==> config.mk <==
export PLATFORM = sky130hd
export DESIGN_NAME = integer_add_unit
export DESIGN_NICKNAME = d
export VERILOG_FILES = /design/src/iau_pkg.sv /design/src/integer_add_unit.sv
export SDC_FILE = /design/constraint.sdc
export NUM_CORES = 1
export LEC_CHECK = 0
export ABC_AREA = 1
export BUFFER_PORTS_ARGS = -buffer_cell sky130_fd_sc_hd__buf_4
export CAP_MARGIN = 20
export CORE_MARGIN = 4
export CORE_UTILIZATION = 35
export DETAILED_ROUTE_END_ITERATION = 8
export GPL_TIMING_DRIVEN = 0
export HOLD_SLACK_MARGIN = 0.15
export SLEW_MARGIN = 10
export SYNTH_ARGS = -nofsm -noshare
export SYNTH_HDL_FRONTEND = slang
export SYNTH_SLANG_ARGS = --single-unit
==> constraint.sdc <==
create_clock -name clk_sys -period 1.8 [get_ports clk_sys]
set_input_delay 0.18 -clock clk_sys [delete_from_list [all_inputs] [get_ports clk_sys]]
set_output_delay 0.18 -clock clk_sys [all_outputs]
set_load 0.05 [all_outputs]
==> src/iau_pkg.sv <==
// Constants and carrier types of the integer add unit.
// Assumes a single core clock domain and a plain strobe register port.
package iau_pkg;
  localparam int XLEN = 64;
  localparam int AW = 8;
  localparam int DW = 32;
  // Base encoding of the add family and the bits that must match it.
  localparam logic [31:0] ADD_BASE = 32'h7c000214;
  localparam logic [31:0] ADD_MASK = 32'hfc0003fe;
  // Instruction bit positions, numbered from the least significant bit.
  localparam int OE_POS = 10;
  localparam int REC_POS = 0;
  localparam int RD_POS = 21;
  localparam int SRCA_POS = 16;
  localparam int SRCB_POS = 11;
  // Mode mapping: 32-bit mode bit n equals 64-bit mode bit n + 32.
  localparam int MODE_SHIFT = 32;
  // Register offsets.
  localparam logic [7:0] OFS_CTRL = 8'h00;
  localparam logic [7:0] OFS_FXEXC = 8'h04;
  localparam logic [7:0] OFS_CFZ = 8'h08;
  localparam logic [7:0] OFS_STS = 8'h0c;
  localparam logic [7:0] OFS_MSK = 8'h10;
  // Field positions.
  localparam int CTRL_MODE32 = 0;
  localparam int FXEXC_OVF = 0;
  localparam int FXEXC_SUM = 1;
  localparam int EV_OVF = 0;
  localparam int EV_ILL = 1;
  localparam int NEV = 2;
  // Reset values.
  localparam logic [1:0] MSK_RST = 2'h0;
  localparam logic [3:0] CFZ_RST = 4'h0;

  typedef struct packed {
    logic valid;
    logic [31:0] inst;
    logic [XLEN-1:0] opA;
    logic [XLEN-1:0] opB;
  } iau_req_s;

  typedef struct packed {
    logic valid;
    logic [4:0] dest;
    logic [XLEN-1:0] data;
  } iau_wb_s;

  typedef struct packed {
    logic wr;
    logic rd;
    logic [AW-1:0] addr;
    logic [DW-1:0] wdata;
  } iau_bus_s;

  // Condition field layout: negative, positive, zero, summary overflow.
  typedef struct packed {
    logic neg;
    logic pos;
    logic zero;
    logic so;
  } iau_cfz_s;
endpackage : iau_pkg

==> src/integer_add_unit.sv <==
// Integer add unit: register-to-register add family with flag update.
// Assumes the decoder delivers the instruction word with both source
// operand values already read, and takes the writeback one cycle later.
//
// Overview of operation
// - The add family is recognised by its base opcode, ignoring the two variant bits.
// - Four variants exist, one for each setting of the overflow-enable and record bits.
// - Every variant writes source A plus source B to the destination register.
// - With the record bit set the condition field follows the result, otherwise it is kept.
// - With overflow-enable set the overflow and summary flags update, else they are kept.
// - Overflow uses all 64 sum bits in 64-bit mode and the low 32 bits in 32-bit mode.
// - Condition flags come from the truncated result, not the exact sum.
// - A 64-bit build leaves reset in 64-bit mode and also offers a 32-bit mode.
// - The mode is exported so addressing, condition setting and loop count tests follow it.
// - A 64-bit build keeps 64-bit wide operands and results.
// - A 32-bit build keeps 32-bit wide operands; the result keeps any carry into bit 32.
// - A 64-bit build executes the add family in both modes.
// - Words outside the provided instruction set are flagged illegal.
// - In 32-bit mode bit positions are the 64-bit positions less 32.
`timescale 1ns/1ps

module integer_add_unit #(
  parameter bit IMPL64 = 1'b1
) (
  input wire logic clk_sys,
  input wire logic rst_n,
  input iau_pkg::iau_req_s req,
  output iau_pkg::iau_wb_s wb,
  output logic illegal,
  output logic mode32,
  output iau_pkg::iau_cfz_s condField,
  output logic ovFlag,
  output logic sumOvFlag,
  input iau_pkg::iau_bus_s bus,
  output logic [iau_pkg::DW-1:0] rdata,
  output logic irq
);

  typedef struct packed {
    iau_pkg::iau_wb_s wb;
    logic illegal;
    logic mode32;
    iau_pkg::iau_cfz_s cfz;
    logic ovBit;
    logic so;
    logic [iau_pkg::NEV-1:0] sts;
    logic [iau_pkg::NEV-1:0] msk;
    logic [iau_pkg::DW-1:0] rdata;
    logic irq;
  } iau_state_s;

  localparam iau_state_s ST_RST = '{
    wb: '0,
    illegal: 1'b0,
    mode32: ~IMPL64,
    cfz: iau_pkg::CFZ_RST,
    ovBit: 1'b0,
    so: 1'b0,
    sts: '0,
    msk: iau_pkg::MSK_RST,
    rdata: '0,
    irq: 1'b0
  };

  iau_state_s st_ff;
  iau_state_s nxt_st;

  ////////////////////////////////////////////////////////////////////////
  // Arithmetic helpers.

  // Sign bit index for the active mode; 32-bit mode uses the 64-bit
  // position minus 32.
  function automatic int signPos(input logic m32);
    signPos = m32 ? (iau_pkg::XLEN - 1 - iau_pkg::MODE_SHIFT) : (iau_pkg::XLEN - 1);
  endfunction : signPos

  function automatic logic addOverflow(input logic [iau_pkg::XLEN-1:0] a,
                                       input logic [iau_pkg::XLEN-1:0] b,
                                       input logic [iau_pkg::XLEN-1:0] s,
                                       input logic m32);
    int p;
    p = signPos(m32);
    addOverflow = (a[p] == b[p]) && (s[p] != a[p]);
  endfunction : addOverflow

  ////////////////////////////////////////////////////////////////////////
  // Decode and datapath.

  logic isAdd;
  logic oeBit;
  logic recBit;
  logic modeNow;
  logic [iau_pkg::XLEN-1:0] opA;
  logic [iau_pkg::XLEN-1:0] opB;
  logic [iau_pkg::XLEN-1:0] sum;
  logic [iau_pkg::XLEN-1:0] low32;
  logic ovf;
  logic resNeg;
  logic resZero;

  assign isAdd = ((req.inst & iau_pkg::ADD_MASK) == iau_pkg::ADD_BASE);
  assign oeBit = req.inst[iau_pkg::OE_POS];
  assign recBit = req.inst[iau_pkg::REC_POS];
  assign modeNow = st_ff.mode32;
  assign low32 = {{(iau_pkg::XLEN-32){1'b0}}, {32{1'b1}}};
  // A 32-bit build never sees the upper half of its operands.
  assign opA = IMPL64 ? req.opA : (req.opA & low32);
  assign opB = IMPL64 ? req.opB : (req.opB & low32);
  assign sum = opA + opB;
  assign ovf = addOverflow(opA, opB, sum, modeNow);
  // Flags look at the wrapped result; an overflowed sum reads with the
  // wrong sign, which software must expect.
  assign resNeg = sum[signPos(modeNow)];
  assign resZero = modeNow ? (sum[31:0] == 32'h00000000) : (sum == '0);

  ////////////////////////////////////////////////////////////////////////
  // Next state.

  always_comb begin
    logic exec;
    logic soNew;
    logic [iau_pkg::NEV-1:0] ev;
    exec = 1'b0;
    soNew = 1'b0;
    ev = '0;
    nxt_st = st_ff;
    nxt_st.wb.valid = 1'b0;
    nxt_st.illegal = 1'b0;
    nxt_st.rdata = '0;

    // Software writes first, so that hardware events below override them.
    if (bus.wr) begin
      if (bus.addr == iau_pkg::OFS_CTRL) begin
        // A 32-bit build has no 64-bit mode to enter.
        nxt_st.mode32 = IMPL64 ? bus.wdata[iau_pkg::CTRL_MODE32] : 1'b1;
      end else if (bus.addr == iau_pkg::OFS_FXEXC) begin
        nxt_st.ovBit = bus.wdata[iau_pkg::FXEXC_OVF];
        nxt_st.so = bus.wdata[iau_pkg::FXEXC_SUM];
      end else if (bus.addr == iau_pkg::OFS_STS) begin
        nxt_st.sts = st_ff.sts & ~bus.wdata[iau_pkg::NEV-1:0];
      end else if (bus.addr == iau_pkg::OFS_MSK) begin
        nxt_st.msk = bus.wdata[iau_pkg::NEV-1:0];
      end
    end

    if (req.valid) begin
      if (isAdd) begin
        exec = 1'b1;
      end else begin
        nxt_st.illegal = 1'b1;
        ev[iau_pkg::EV_ILL] = 1'b1;
      end
    end

    if (exec) begin
      nxt_st.wb.valid = 1'b1;
      nxt_st.wb.dest = req.inst[iau_pkg::RD_POS +: 5];
      nxt_st.wb.data = sum;
      // Without overflow-enable the condition field copies the summary flag as it
      // will stand after this edge, software write included, so both never disagree.
      soNew = nxt_st.so;
      if (oeBit) begin
        nxt_st.ovBit = ovf;
        soNew = st_ff.so | ovf;
        nxt_st.so = soNew;
        if (ovf) begin
          ev[iau_pkg::EV_OVF] = 1'b1;
        end
      end
      if (recBit) begin
        nxt_st.cfz.neg = resNeg;
        nxt_st.cfz.pos = ~resNeg & ~resZero;
        nxt_st.cfz.zero = resZero;
        nxt_st.cfz.so = soNew;
      end
    end

    // Events set status bits even when software clears them this cycle.
    nxt_st.sts = nxt_st.sts | ev;
    nxt_st.irq = |(nxt_st.sts & nxt_st.msk);

    if (bus.rd) begin
      if (bus.addr == iau_pkg::OFS_CTRL) begin
        nxt_st.rdata[iau_pkg::CTRL_MODE32] = st_ff.mode32;
      end else if (bus.addr == iau_pkg::OFS_FXEXC) begin
        nxt_st.rdata[iau_pkg::FXEXC_OVF] = st_ff.ovBit;
        nxt_st.rdata[iau_pkg::FXEXC_SUM] = st_ff.so;
      end else if (bus.addr == iau_pkg::OFS_CFZ) begin
        nxt_st.rdata[3:0] = st_ff.cfz;
      end else if (bus.addr == iau_pkg::OFS_STS) begin
        nxt_st.rdata[iau_pkg::NEV-1:0] = st_ff.sts;
      end else if (bus.addr == iau_pkg::OFS_MSK) begin
        nxt_st.rdata[iau_pkg::NEV-1:0] = st_ff.msk;
      end
    end
  end

  always_ff @(posedge clk_sys or negedge rst_n) begin
    if (!rst_n) begin
      st_ff <= ST_RST;
    end else begin
      st_ff <= nxt_st;
    end
  end

  assign wb = st_ff.wb;
  assign illegal = st_ff.illegal;
  assign mode32 = st_ff.mode32;
  assign condField = st_ff.cfz;
  assign ovFlag = st_ff.ovBit;
  assign sumOvFlag = st_ff.so;
  assign rdata = st_ff.rdata;
  assign irq = st_ff.irq;

  logic reqAdd;
  logic noSwExc;
  assign reqAdd = req.valid && isAdd;
  assign noSwExc = !(bus.wr && bus.addr == iau_pkg::OFS_FXEXC);
endmodule : integer_add_unit

==> metrics.log <==
INFO  metric routed_wirelength = 38,700 um
INFO  metric firstDrtPassIters = 5
INFO  metric design.final.nets = 2,476
INFO  metric worst_ep_arrival_time = 2.40 ns
INFO  metric synth_top_family_by_area = simple AND/OR/NAND/NOR gates
INFO  metric run_status = complete, but fails checks
INFO  metric final_min_period_over_clock_period = 1.20
INFO  metric max-cap-violations = 0
INFO  metric yosysTopAreaCellShare = 0.287
INFO  metric die_h = 182 um
INFO  metric post_synth_num_cell_types = 45
INFO  metric post-place-cells = 2,555
INFO  metric timing.slew.headroom = 0.622
INFO  metric core_area = 0.0298 mm^2
INFO  metric final_hold_vio_count = 0
INFO  metric final_antenna_net_count = 0
INFO  metric wl_per_cell = 14.9 um
INFO  metric synth_xor_area_frac = 0.0255
INFO  metric clock_tree.root_cell = sky130_fd_sc_hd__clkbuf_16
INFO  metric switching_share_of_power = 0.405
INFO  metric synth_area_in_compound_gates = 0.0565
INFO  metric pin_count_of_the_biggest_net_entering_global_routing = 50
INFO  metric syn-instance-count = 1,890
INFO  metric cts_htree_levels = 3
INFO  metric global_route_total_overflow = 0
INFO  metric whs = 0.164 ns
INFO  metric cts.path.max_buffers = 2
INFO  metric initial_utilization = 0.357
INFO  metric yosys-top-cells-count = 814 x sky130_fd_sc_hd__nand2_1, 371 x sky130_fd_sc_hd__inv_1, 117 x sky130_fd_sc_hd__nor2_1, 106 x sky130_fd_sc_hd__buf_4, 87 x sky130_fd_sc_hd__dfrtp_1
INFO  metric synth_simple_gate_area_share = 0.422
INFO  metric yosys_warnings = 0
INFO  metric post_synth_fa_ha_maj_area_fraction = 0.0760
INFO  metric die_area = 0.0332 mm^2
INFO  metric worst_ir_drop_vdd = 0.388 mV
INFO  metric row_count = 63
INFO  metric power.share.clock = 0.252
INFO  metric worst_setup_path_end_kind = register
INFO  metric layoutNonFillerInstCount = 2,602
INFO  metric io_buffer_count = 247
INFO  metric pwr-share-comb = 0.486
INFO  metric synthFlopType = sky130_fd_sc_hd__dfrtp_1
INFO  metric worst-setup-path-type = input pin to register
INFO  metric vias = 11,800
INFO  metric cts_made_buffers = 9
INFO  metric dp_hpwl = 34,000 um
INFO  metric gpl.final_weighted_congestion = 0.939
INFO  metric initial_antenna_violation_count = 0
INFO  metric n_antenna_cell = 0
INFO  metric grt_first_pass_wirelength = 59,200 um
INFO  metric synth_area = 0.0106 mm^2
INFO  metric boundaryPins = 316
INFO  metric p_leak = 8.78 nW
INFO  metric post-route-drc-count = 0
INFO  metric area_growth = 42.6%
INFO  metric track_usage = 0.225
INFO  metric yosys.cell_count.top_type = sky130_fd_sc_hd__nand2_1
INFO  metric first_global_vias = 11,500
INFO  metric hold_class = input pin to register
INFO  metric skew = 0.00338 ns
INFO  metric syn-mean-instance-area = 5.63 um^2
INFO  metric cts.sink_count = 87
INFO  metric synthMuxAreaShare = 0.00188
INFO  metric switchingPower = 0.00306 W
INFO  metric layout-drive-gt1-share = 0.307
INFO  metric clk_pin_slew_worst_paths = 0.07 ns
INFO  metric setup_slack = -0.365 ns
INFO  metric post-synth-top-area-cell = sky130_fd_sc_hd__nand2_1
INFO  metric cellPowerDensity = 498 mW/mm^2
INFO  metric worstMarginPinSlew = 0.567 ns
INFO  metric post_synth_main_area_contributors = sky130_fd_sc_hd__nand2_1 29%, sky130_fd_sc_hd__dfrtp_1 20%, sky130_fd_sc_hd__inv_1 13%
INFO  metric drt_initial_violations = 565
INFO  metric vias_per_cell = 4.53
INFO  metric violations = negative setup slack
INFO  metric die_width = 182 um
INFO  metric pwr-share-seq = 0.262
INFO  metric worstPathRequired = 2.03 ns
INFO  metric cellInternalPower = 0.00449 W
INFO  metric async_flop_share = 1.00
INFO  metric max_freq = 462 MHz
INFO  metric tritoncts = yes
INFO  metric post_synth_edffs = 0
INFO  metric crit_path_start_kind = input pin
INFO  metric ys_ff_latch = 87
INFO  metric timing.critical_path.fanout_max = 5
INFO  metric grt_setup_unrepaired = true
INFO  metric synth_sequential_area_ratio = 0.205
INFO  metric setup_viol_count_final = 7
INFO  metric timing.final.max_slew_violations = 0
INFO  metric clock_latency = 0.34 ns
INFO  metric fin_crit = 2.16 ns
worst max-delay path, stage by stage:
cell and delay (ns):
sky130_fd_sc_hd__buf_4 0.12, sky130_fd_sc_hd__ha_4 0.26, sky130_fd_sc_hd__nand2_1 0.09, sky130_fd_sc_hd__nand2_1 0.12, sky130_fd_sc_hd__inv_2 0.12, sky130_fd_sc_hd__nand2_8 0.08
sky130_fd_sc_hd__nand2_4 0.07, sky130_fd_sc_hd__nand2_4 0.06, sky130_fd_sc_hd__nand2_2 0.08, sky130_fd_sc_hd__nand2_4 0.07, sky130_fd_sc_hd__buf_4 0.15, sky130_fd_sc_hd__xnor2_2 0.25
sky130_fd_sc_hd__nand4_1 0.14, sky130_fd_sc_hd__nor2_1 0.15, sky130_fd_sc_hd__nand3_2 0.11, sky130_fd_sc_hd__nor2_4 0.13, sky130_fd_sc_hd__nand2_2 0.09, sky130_fd_sc_hd__nand2_1 0.06
sky130_fd_sc_hd__nand2_1 0.05
cells by family (layout without fill, tap and decap cells):
group,after synthesis,after routing
mux,2,2
simple gates,1096,1096
fa+ha+maj,64,64
other cells,1,28
compound gates,110,110
buf+inv,499,794
xor+xnor,31,31
flops,87,87
placed cells by master, fill, tap and decap left out, types with 3 or more instances in the layout:
master,count
sky130_fd_sc_hd__a21oi_1,37
sky130_fd_sc_hd__a21oi_2,12
sky130_fd_sc_hd__buf_4,372
sky130_fd_sc_hd__clkbuf_1,13
sky130_fd_sc_hd__clkbuf_16,9
sky130_fd_sc_hd__conb_1,28
sky130_fd_sc_hd__dfrtp_1,87
sky130_fd_sc_hd__dlygate4sd3_1,10
sky130_fd_sc_hd__ha_1,3
sky130_fd_sc_hd__ha_4,58
sky130_fd_sc_hd__inv_1,366
sky130_fd_sc_hd__inv_2,11
sky130_fd_sc_hd__nand2_1,737
sky130_fd_sc_hd__nand2_2,83
sky130_fd_sc_hd__nand2_4,14
sky130_fd_sc_hd__nand3_1,42
sky130_fd_sc_hd__nand3_2,15
sky130_fd_sc_hd__nand3_4,5
sky130_fd_sc_hd__nand3b_1,8
sky130_fd_sc_hd__nand4_1,23
sky130_fd_sc_hd__nor2_1,78
sky130_fd_sc_hd__nor2_2,43
sky130_fd_sc_hd__nor2_4,17
sky130_fd_sc_hd__nor3_1,12
sky130_fd_sc_hd__nor3_2,5
sky130_fd_sc_hd__nor4_1,3
sky130_fd_sc_hd__o21ai_0,47
sky130_fd_sc_hd__o21ai_1,3
sky130_fd_sc_hd__xnor2_1,10
sky130_fd_sc_hd__xnor2_2,6
sky130_fd_sc_hd__xnor2_4,3
sky130_fd_sc_hd__xor2_1,9
sky130_fd_sc_hd__xor2_2,3
cell type report:
type	instances	area, um^2
clock inverters	7	80.1
clock buffers	9	225
plain buffers	121	855
flip-flops and latches	87	2180
repair buffers	279	2150
well taps	390	488
inverters	378	1420
fillers	3163	14600
multi-input cells	1331	7780
what timing repair did:
item,4_1_cts,5_1_grt
setup endpoints to repair,76,73
hold buffers,10,0
buffers inserted,15,6
gates resized for setup,76,100
gates cloned,0,0
pin swaps,27,40
hold endpoints to repair,50,0
per-stage QoR:
step	TNS, ns	worst slack [ns]	power [W]	util	area (um^2)
detailed placement	-47.86	-1.21	0.00529	0.468	13900
floorplan	-0.874	-0.314	0.00409	-	11600
finish	-1.80	-0.365	0.00755	0.509	15200
global placement	-51.03	-1.18	0.00527	0.467	13900
global route	-3.00	-0.548	0.00804	0.509	15200
CTS	-1.68	-0.357	0.00742	0.495	14800
sequential cells by signal, summed over array words and instances (netlist names):
register and flops:
rdata 4, condField 4, wb 70, sumOvFlag 1
irq 1, illegal 1, st_ff 4, ovFlag 1
mode32 1
power by group through the flow:
| stage | registers [W] | clock network, W | logic (W) |
|---|---|---|---|
| after floorplan | 0.00204 | 0 | 0.00205 |
| after global placement | 0.00201 | 0 | 0.00326 |
| after detailed placement | 0.00201 | 0 | 0.00328 |
| after CTS | 0.00198 | 0.00195 | 0.00349 |
| after global routing | 0.00198 | 0.00204 | 0.00402 |
| final | 0.00198 | 0.00190 | 0.00367 |
worst paths after layout:
kind                               startpoint                       end  slack, ns  cells after the start
max                                    req[3]  condField[2]$_DFFE_PN0P_      -0.36                     19
min                                    req[0]         wb[0]$_DFFE_PN0P_       0.16                      4
max reg2reg                mode32$_DFFE_PN0P_             irq$_DFF_PN0_       0.33                      8
min reg2reg                wb[68]$_DFFE_PN0P_        wb[68]$_DFFE_PN0P_       0.47                      2
max in group asynchronous               rst_n        wb[58]$_DFFE_PN0P_       0.82                      3
min in group asynchronous               rst_n          wb[69]$_DFF_PN0_       0.36                      2
layer usage:
layer | routed length [um] | vias to the layer above | GRT usage
met2 | 17600 | 284 | 0.374
met3 | 1630 | 44 | 0.0233
met5 | 0 | - | 0
li1 | - | 6166 | -
met4 | 812 | 0 | 0.0597
met1 | 18600 | 5302 | 0.314
Note: power is estimated with default switching activity, not from simulation.
